**src/verilog/brf_cfg.svh**
```systemverilog
`ifndef BRF_CFG_SVH
`define BRF_CFG_SVH

// ==========================================
// Sizes
`define BRF_DEPTH 16
`define BRF_PTR_W 4
`define BRF_ADDR_W 8
`define BRF_DATA_W 64
`define BRF_VA_W 48
`define BRF_VA_MSB 47
`define BRF_SEL_W 10
`define BRF_LP_COUNT 2
`define BRF_LP_W 1
`define BRF_RING_W 2

// ==========================================
// Select bit positions
`define BRF_SEL_RING0 0
`define BRF_SEL_RINGNZ 1
`define BRF_SEL_COND 2
`define BRF_SEL_RELCALL 3
`define BRF_SEL_INDCALL 4
`define BRF_SEL_RET 5
`define BRF_SEL_INDJMP 6
`define BRF_SEL_RELJMP 7
`define BRF_SEL_FAR 8
`define BRF_SEL_CALLSTACK 9
`define BRF_SEL_RESET 10'h000

// ==========================================
// Record layout
`define BRF_SRC_SEXT_W 13
`define BRF_DST_SEXT_W 16
`define BRF_SRC_ABORT 61
`define BRF_SRC_INTX 62
`define BRF_SRC_MISP 63
`define BRF_DBG_REC 0

// ==========================================
// Register map
`define BRF_OFF_SEL0 8'h00
`define BRF_OFF_DBGCTL 8'h02
`define BRF_OFF_TOS 8'h03
`define BRF_PAGE_SRC 4'h1
`define BRF_PAGE_DST 4'h2
`define BRF_RING_ZERO 2'h0
`define BRF_ZERO64 64'h0000000000000000

`endif

```
**src/verilog/brf_pkg.sv**
```systemverilog
`include "brf_cfg.svh"

package brf_pkg;

  // ==========================================
  // Branch kinds, encoded as their select bit
  typedef enum logic [3:0] {
    BRF_K_COND = 4'(`BRF_SEL_COND),
    BRF_K_RELCALL = 4'(`BRF_SEL_RELCALL),
    BRF_K_INDCALL = 4'(`BRF_SEL_INDCALL),
    BRF_K_RET = 4'(`BRF_SEL_RET),
    BRF_K_INDJMP = 4'(`BRF_SEL_INDJMP),
    BRF_K_RELJMP = 4'(`BRF_SEL_RELJMP),
    BRF_K_FAR = 4'(`BRF_SEL_FAR)
  } brf_kind_e;

  // ==========================================
  // One retired transfer from the core
  typedef struct packed {
    logic valid;
    logic [`BRF_LP_W-1:0] lp;
    brf_kind_e kind;
    logic [`BRF_RING_W-1:0] ring;
    logic zero_len;
    logic mispredict_flag;
    logic abort;
    logic in_tx;
    logic [`BRF_VA_W-1:0] src;
    logic [`BRF_VA_W-1:0] dst;
  } brf_branch_s;

  typedef logic [`BRF_SEL_W-1:0] brf_sel_t;

endpackage

```
**src/verilog/brf_sel_reg.sv**
```systemverilog
`timescale 1ns/10ps
`include "brf_cfg.svh"

module brf_sel_reg (
  input wire logic clk_i,
  input wire logic rstn_i,
  input wire logic wr_i,
  input wire logic [`BRF_SEL_W-1:0] wdata_i,
  output brf_pkg::brf_sel_t sel_o
);

  always_ff @(posedge clk_i or negedge rstn_i) begin
    if (!rstn_i) begin
      sel_o <= `BRF_SEL_RESET;
    end else if (wr_i) begin
      sel_o <= wdata_i;
    end
  end

endmodule

```
**src/verilog/brf_filter.sv**
```systemverilog
`timescale 1ns/10ps
`include "brf_cfg.svh"

module brf_filter (
  input wire brf_pkg::brf_sel_t sel_i,
  input wire brf_pkg::brf_branch_s br_i,
  output logic keep_o,
  output logic pop_o
);

  wire logic ring_zero;
  wire logic ring_hit;
  wire logic type_hit;
  wire logic cs_mode;
  wire logic is_ret;
  wire logic is_call;
  wire logic zlen_drop;

  assign ring_zero = (br_i.ring == `BRF_RING_ZERO);
  // Ring suppression applies to every kind, returns included
  assign ring_hit = ring_zero ? sel_i[`BRF_SEL_RING0]
                              : sel_i[`BRF_SEL_RINGNZ];
  // Kind code is the select bit, so jumps never alias calls
  assign type_hit = sel_i[br_i.kind];
  // Jump bits cover jumps only; calls and returns use their own
  assign cs_mode = sel_i[`BRF_SEL_CALLSTACK];
  assign is_ret = (br_i.kind == brf_pkg::BRF_K_RET);
  assign is_call = (br_i.kind == brf_pkg::BRF_K_RELCALL) ||
                   (br_i.kind == brf_pkg::BRF_K_INDCALL);
  assign zlen_drop = cs_mode && is_call && br_i.zero_len;

  // Plain ring mode when cs_mode is low
  assign keep_o = br_i.valid && !ring_hit && !type_hit &&
                  !(cs_mode && is_ret) && !zlen_drop;
  assign pop_o = br_i.valid && cs_mode && is_ret && !ring_hit;

endmodule

```
**src/verilog/brf_top.sv**
```systemverilog
`timescale 1ns/10ps
`include "brf_cfg.svh"

// Overview of operation
// - Each logical processor owns a separate branch filter select register.
// - Select bit 0 drops branches ending in ring 0.
// - Select bit 1 drops branches ending in a ring above 0.
// - Select bit 2 drops conditional branches.
// - Select bit 3 drops near relative calls.
// - Select bit 4 drops near indirect calls.
// - Select bit 5 drops near returns.
// - Select bit 6 drops indirect jumps only, not indirect calls or returns.
// - Select bit 7 drops relative jumps only, not relative calls.
// - Select bit 8 drops far branches.
// - Select bit 9 turns on last-in first-out call-stack filtering.
// - With bit 9 clear, records form a plain ring, filtered by suppress bits.
// - Call-stack mode records calls; each return not dropped by its ring bit removes the newest pair.
// - Call-stack mode never records zero-length calls.
// - Recording runs only while debug control bit 0 is set.
// - Sixteen source and destination record pairs form the stack.
// - Top pointer names the newest pair, steps modulo 16 before writing.
// - Source record holds address 47:0, sign copies of bit 47 in 60:48.
// - Source bit 61 marks abort entries, bit 62 in-transaction entries.
// - Source bit 63 marks mispredicted target or direction.
// - Destination record holds address 47:0, sign copies in 63:48.
// - Select registers clear to zero at reset, suppressing nothing.
module brf_top (
  input wire logic SYS_CLK_I,
  input wire logic RSTN_I,
  input wire logic [`BRF_ADDR_W-1:0] ADDR_I,
  input wire logic [`BRF_DATA_W-1:0] WDATA_I,
  input wire logic WR_I,
  input wire logic RD_I,
  output logic [`BRF_DATA_W-1:0] RDATA_O,
  input wire brf_pkg::brf_branch_s BRANCH_I,
  output logic [`BRF_PTR_W-1:0] TOS_O
);

  // ==========================================
  // Address decode
  wire logic [`BRF_PTR_W-1:0] a_page;
  wire logic [`BRF_PTR_W-1:0] a_idx;
  wire logic hit_dbg;
  wire logic hit_tos;
  wire logic hit_src;
  wire logic hit_dst;
  wire logic [`BRF_LP_COUNT-1:0] hit_sel;

  assign a_page = ADDR_I[`BRF_ADDR_W-1:`BRF_PTR_W];
  assign a_idx = ADDR_I[`BRF_PTR_W-1:0];
  assign hit_dbg = (ADDR_I == `BRF_OFF_DBGCTL);
  assign hit_tos = (ADDR_I == `BRF_OFF_TOS);
  assign hit_src = (a_page == `BRF_PAGE_SRC);
  assign hit_dst = (a_page == `BRF_PAGE_DST);

  // ==========================================
  // Per-processor select registers
  brf_pkg::brf_sel_t sel_vec [`BRF_LP_COUNT];

  genvar g;
  generate
    for (g = 0; g < `BRF_LP_COUNT; g = g + 1) begin : g_lp
      assign hit_sel[g] = (ADDR_I == (`BRF_OFF_SEL0 + `BRF_ADDR_W'(g)));
      // Reserved bits are not stored and read back as zero
      brf_sel_reg u_sel (
        .clk_i(SYS_CLK_I),
        .rstn_i(RSTN_I),
        .wr_i(WR_I && hit_sel[g]),
        .wdata_i(WDATA_I[`BRF_SEL_W-1:0]),
        .sel_o(sel_vec[g])
      );
    end
  endgenerate

  // Transfer uses the select register of its own processor
  brf_pkg::brf_sel_t sel_cur;
  assign sel_cur = sel_vec[BRANCH_I.lp];

  // ==========================================
  // Filter
  logic keep;
  logic pop_req;

  brf_filter u_filter (
    .sel_i(sel_cur),
    .br_i(BRANCH_I),
    .keep_o(keep),
    .pop_o(pop_req)
  );

  // ==========================================
  // Debug control and pointer
  logic rec_en;
  logic [`BRF_PTR_W-1:0] top_of_stack_pointer;
  wire logic hw_push;
  wire logic hw_pop;
  wire logic sw_tos_wr;
  wire logic [`BRF_PTR_W-1:0] tos_inc;
  wire logic [`BRF_PTR_W-1:0] tos_dec;
  wire logic [`BRF_PTR_W-1:0] next_tos;

  assign hw_push = rec_en && keep;
  assign hw_pop = rec_en && pop_req;
  assign sw_tos_wr = WR_I && hit_tos;
  // Width of the pointer gives the modulo 16 wrap
  assign tos_inc = top_of_stack_pointer + `BRF_PTR_W'(1);
  assign tos_dec = top_of_stack_pointer - `BRF_PTR_W'(1);
  // Core update beats a software pointer write in the same cycle
  assign next_tos = hw_push ? tos_inc :
                    hw_pop ? tos_dec :
                    sw_tos_wr ? WDATA_I[`BRF_PTR_W-1:0] : top_of_stack_pointer;

  always_ff @(posedge SYS_CLK_I or negedge RSTN_I) begin
    if (!RSTN_I) begin
      rec_en <= 1'b0;
    end else if (WR_I && hit_dbg) begin
      rec_en <= WDATA_I[`BRF_DBG_REC];
    end
  end

  always_ff @(posedge SYS_CLK_I or negedge RSTN_I) begin
    if (!RSTN_I) begin
      top_of_stack_pointer <= '0;
    end else begin
      top_of_stack_pointer <= next_tos;
    end
  end

  assign TOS_O = top_of_stack_pointer;

  // ==========================================
  // Record formatting
  wire logic [`BRF_DATA_W-1:0] src_word;
  wire logic [`BRF_DATA_W-1:0] dst_word;

  assign src_word = {BRANCH_I.mispredict_flag,
                     BRANCH_I.in_tx, BRANCH_I.abort,
                     {`BRF_SRC_SEXT_W{BRANCH_I.src[`BRF_VA_MSB]}},
                     BRANCH_I.src};
  assign dst_word = {{`BRF_DST_SEXT_W{BRANCH_I.dst[`BRF_VA_MSB]}},
                     BRANCH_I.dst};

  // ==========================================
  // Record stack
  logic [`BRF_DATA_W-1:0] src_mem [`BRF_DEPTH];
  logic [`BRF_DATA_W-1:0] dst_mem [`BRF_DEPTH];
  wire logic hw_wr;
  wire logic [`BRF_PTR_W-1:0] hw_idx;
  wire logic [`BRF_DATA_W-1:0] hw_src;
  wire logic [`BRF_DATA_W-1:0] hw_dst;
  wire logic sw_src_wr;
  wire logic sw_dst_wr;

  // Popped pair is cleared so stale frames never reappear
  assign hw_wr = hw_push || hw_pop;
  assign hw_idx = hw_push ? tos_inc : top_of_stack_pointer;
  assign hw_src = hw_push ? src_word : `BRF_ZERO64;
  assign hw_dst = hw_push ? dst_word : `BRF_ZERO64;
  // One write port per array; core wins over software
  assign sw_src_wr = WR_I && hit_src && !hw_wr;
  assign sw_dst_wr = WR_I && hit_dst && !hw_wr;

  always_ff @(posedge SYS_CLK_I or negedge RSTN_I) begin
    if (!RSTN_I) begin
      for (int i = 0; i < `BRF_DEPTH; i++) begin
        src_mem[i] <= '0;
        dst_mem[i] <= '0;
      end
    end else if (hw_wr) begin
      src_mem[hw_idx] <= hw_src;
      dst_mem[hw_idx] <= hw_dst;
    end else begin
      if (sw_src_wr) begin
        src_mem[a_idx] <= WDATA_I;
      end
      if (sw_dst_wr) begin
        dst_mem[a_idx] <= WDATA_I;
      end
    end
  end

  // ==========================================
  // Read path
  wire logic [`BRF_DATA_W-1:0] rd_word;
  wire logic [`BRF_DATA_W-1:0] sel_word;
  wire logic any_sel;
  wire logic [`BRF_LP_W-1:0] sel_idx;

  assign any_sel = |hit_sel;
  assign sel_idx = a_idx[`BRF_LP_W-1:0];
  assign sel_word = {{(`BRF_DATA_W-`BRF_SEL_W){1'b0}}, sel_vec[sel_idx]};
  // Unmapped addresses read as zero
  assign rd_word = any_sel ? sel_word :
                   hit_dbg ? {{(`BRF_DATA_W-1){1'b0}}, rec_en} :
                   hit_tos ? {{(`BRF_DATA_W-`BRF_PTR_W){1'b0}}, top_of_stack_pointer} :
                   hit_src ? src_mem[a_idx] :
                   hit_dst ? dst_mem[a_idx] : `BRF_ZERO64;

  always_ff @(posedge SYS_CLK_I or negedge RSTN_I) begin
    if (!RSTN_I) begin
      RDATA_O <= '0;
    end else begin
      RDATA_O <= RD_I ? rd_word : `BRF_ZERO64;
    end
  end

  wire logic br_on;
  wire logic quiet;
  wire logic cs_on;
  assign br_on = BRANCH_I.valid && rec_en;
  assign quiet = !sw_tos_wr;
  assign cs_on = sel_cur[`BRF_SEL_CALLSTACK];
endmodule

```
**config.mk**
```make
export PLATFORM = sky130hd
export DESIGN_NAME = brf_top
export DESIGN_NICKNAME = d
export VERILOG_FILES = /design/src/verilog/brf_pkg.sv /design/src/verilog/brf_sel_reg.sv /design/src/verilog/brf_filter.sv /design/src/verilog/brf_top.sv
export VERILOG_INCLUDE_DIRS = /design/src /design/src/verilog
export SDC_FILE = /design/constraint.sdc
export NUM_CORES = 2
export LEC_CHECK = 0
export BUFFER_PORTS_ARGS = -buffer_cell sky130_fd_sc_hd__buf_2
export CORE_UTILIZATION = 35
export CTS_BUF_LIST = sky130_fd_sc_hd__clkbuf_16
export CTS_CLUSTER_DIAMETER = 200
export DETAILED_ROUTE_END_ITERATION = 10
export SYNTH_ARGS = -nofsm -noshare
export SYNTH_HDL_FRONTEND = slang
export SYNTH_SLANG_ARGS = --single-unit
```
**constraint.sdc**
```tcl
create_clock -name SYS_CLK_I -period 7.2 [get_ports SYS_CLK_I]
set_input_delay 0.72 -clock SYS_CLK_I [delete_from_list [all_inputs] [get_ports SYS_CLK_I]]
set_output_delay 0.72 -clock SYS_CLK_I [all_outputs]
set_load 0.005 [all_outputs]
```
==> impl_metrics.ini <==
[synth]
synthesis.area_sq_mm = 0.116
synth-edff-count = 0
yosys.area.top_type = dfrtp_1
synth_area_leaders = dfrtp_1, mux2_2, mux4_2
synth.distinct_cells = 59
ys_async_sr_fraction_pct = 100
post_synth.cell_area_avg_sq_um = 13.0
synth_top_cell_area_share_pct = 46.2
yosysWarnings = 0
yosysSeqAreaShare_pct = 46.2
ys.flop_type = dfrtp_1
synth_most_common_cell = dfrtp_1
syn-num-nets = 9119
synth_seq_cells = 2137
yosys-top-cells-count = dfrtp_1, mux2_2, o2bb2ai_1
synthCells = 8933

[floorplanning]
core_area_sq_mm = 0.328
ios = 252
dieArea_sq_mm = 0.333
rows = 210
die_x_um = 577
fp.dieH_um = 577
start_util_pct = 35.3

[drt]
wl_per_cell_um = 35.8
drcViolationCount = 0
drt-vias-per-instance = 6.74
vias = 88600
ant_nets = 0
dr.pass1.iters = 8
drt_iter0_markers = 11400
wirelength_um = 471000

[power]
swShare_pct = 30.2
ir_drop_uv = 271
clock_power_share_pct = 42.6
power.internal_uw = 19700
p_switching_uw = 8500
p_per_area_mw_per_mm2 = 219
p_seq_share_pct = 43.5
power_uw = 28200
static-leakage-power_uw = 0.0553
pwr-share-comb_pct = 13.9

[cells_and_area]
syn2layout_area_growth_pct = 11.0
n_fill_cell = 30700
final_cells = 13200
fin_nets = 8778
drive_gt1_share_pct = 40.1

[cts]
post_cts_buffers = 0
cts_resized = 0
cts_root_buf = clkbuf_16
clock-sinks = 2137
ctsLongestPathBuffers = 4
hold_buffers = 1
cts_buffers = 236
path_clk_slew_ns = 0.06
cts_tree = yes
h-tree-depth = 4
clk_latency_ns = 0.91

[timing]
hold_viol = 0
period_share_pct = 71.0
timing.fmax_ghz = 0.196
tns_ns = 0
finClkSkew_ns = 0.0525
maxSlewViolCount = 0
period_needed_ns = 5.11
grt_setup_unrepaired = no
tightest_slew_ns = 1.34
max_slew_margin_pct = 10.8
setup_viol = 0

[worst_setup_path]
cp_cell_sequence = mux4_2, a32o_1, o31ai_1, nand2_1, nand3_1, o22a_4, buf_4, mux2_2
path_class = reg2reg
r2r-start = g_lp[1].u_sel.sel_o[9]$_DFFE_PN0P_
worstSetupEndpointType = flop
critical_path_arrival_ns = 5.85
critical-path-max-stage-delay_ns = 0.90
crit_fanout = 29
cp-start-kind = flop
cp_slowest_cell = o22a_4
crit_buf_inv = 1
startpoint = g_lp[1].u_sel.sel_o[9]$_DFFE_PN0P_
crit_family = compound AO/OA/AOI/OAI gates
crit_required_ns = 7.94

[job]
cap_violations = 0

[place]
gp_congestion = 0.819
io_buffers = 251
dp_hpwl_um = 253000
place_inst = 12700

[hold_path]
min_path_type = in2reg
min-delay-start = RD_I

[outcome]
status = complete, no violations

[grt]
overflow = 0
grt_pass1_vias = 91000
grt.total_usage_pct = 27.7
grt_pass1_wl_um = 675000
antenna_found_initial = 99
grt_max_degree = 213
[registers in the layout, indices dropped and copies added (netlist names)]
register and count:
dst_mem 1024, src_mem 1024, RDATA_O 64, g_lp.u_sel.sel_o 20
TOS_O 4, rec_en 1
[power by group through the flow]
stage | clock (uW) | sequential, uW | combinational [uW]
after floorplan | 0 | 12400 | 2260
after global placement | 0 | 12500 | 3730
after detailed placement | 0 | 12500 | 3810
after CTS | 12100 | 12300 | 3810
after global routing | 12600 | 12300 | 4060
final | 12000 | 12300 | 3930
[cells by family after synthesis]
| logic type | count (synthesis) | synth area share (%) |
|---|---|---|
| mux | 2731 | 32.7 |
| flops | 2137 | 46.2 |
| fa+ha+maj | 2 | 0.0216 |
| compound gates | 2202 | 14.5 |
| buf+inv | 1099 | 4.00 |
| xor+xnor | 2 | 0.0151 |
| simple gates | 760 | 2.61 |
[stage by stage]
| stage | hold WS [ns] | area [sq um] | utilization [%] | setup WS, ns |
|---|---|---|---|---|
| 2_1_floorplan | 0.424 | 116000 | - | 3.08 |
| 3_3_place_gp | 0.463 | 121000 | 36.9 | 1.54 |
| 3_5_place_dp | 0.474 | 121000 | 36.9 | 1.60 |
| 4_1_cts | 0.156 | 128000 | 39.1 | 2.21 |
| 5_1_grt | 0.198 | 129000 | 39.1 | 1.97 |
| 6_report | 0.195 | 129000 | 39.2 | 2.09 |
[layer usage]
| layer | share of wire [%] | vias up | global-route usage [%] |
|---|---|---|---|
| met3 | 11 | 1460 | 7.51 |
| met5 | 0.060 | - | 0 |
| met1 | 38 | 47000 | 35.7 |
| met2 | 46 | 6178 | 43.1 |
| li1 | - | 34000 | - |
| met4 | 5.1 | 48 | 13.7 |
[area by class of cell]
cell class | count | area (sq um) | share of cell area [%]
Inverter | 48 | 180 | 0.140
Antenna cell | 35 | 87.6 | 0.0681
Clock inverter | 188 | 1470 | 1.14
Sequential cell | 2137 | 53500 | 41.6
Tap cell | 4346 | 5440 | 4.23
Clock buffer | 236 | 5910 | 4.59
Multi-Input combinational cell | 5697 | 58200 | 45.3
Timing Repair Buffer | 472 | 3820 | 2.97
[layout by cell type, fill, tap and decap left out, types with 10 or more instances in the layout]
cell type	instances
dfrtp_1	2137
mux2_2	2018
o2bb2ai_1	1245
mux4_2	643
nand2_1	609
o22ai_1	446
o21ai_0	329
buf_2	246
clkbuf_16	236
buf_4	152
inv_1	97
buf_12	69
nor2_1	68
a22oi_1	66
clkinv_1	62
mux2i_1	50
a21oi_1	43
clkinv_2	39
diode_2	35
bufinv_16	24
mux2_1	20
o22ai_4	18
nand3_1	17
nor2_4	11
o22a_4	10
[worst paths after layout]
path | end | slack, ns | cells after the start
max | src_mem[716]$_DFFE_PN0P_ | 2.09 | 8
min | RDATA_O[8]$_DFF_PN0_ | 0.19 | 2
max reg2reg | src_mem[716]$_DFFE_PN0P_ | 2.09 | 8
min reg2reg | src_mem[1014]$_DFFE_PN0P_ | 0.49 | 1
max in group asynchronous | RDATA_O[37]$_DFF_PN0_ | 4.64 | 4
min in group asynchronous | src_mem[831]$_DFFE_PN0P_ | 0.34 | 2
No activity file was read; power rests on OpenSTA's default activity.
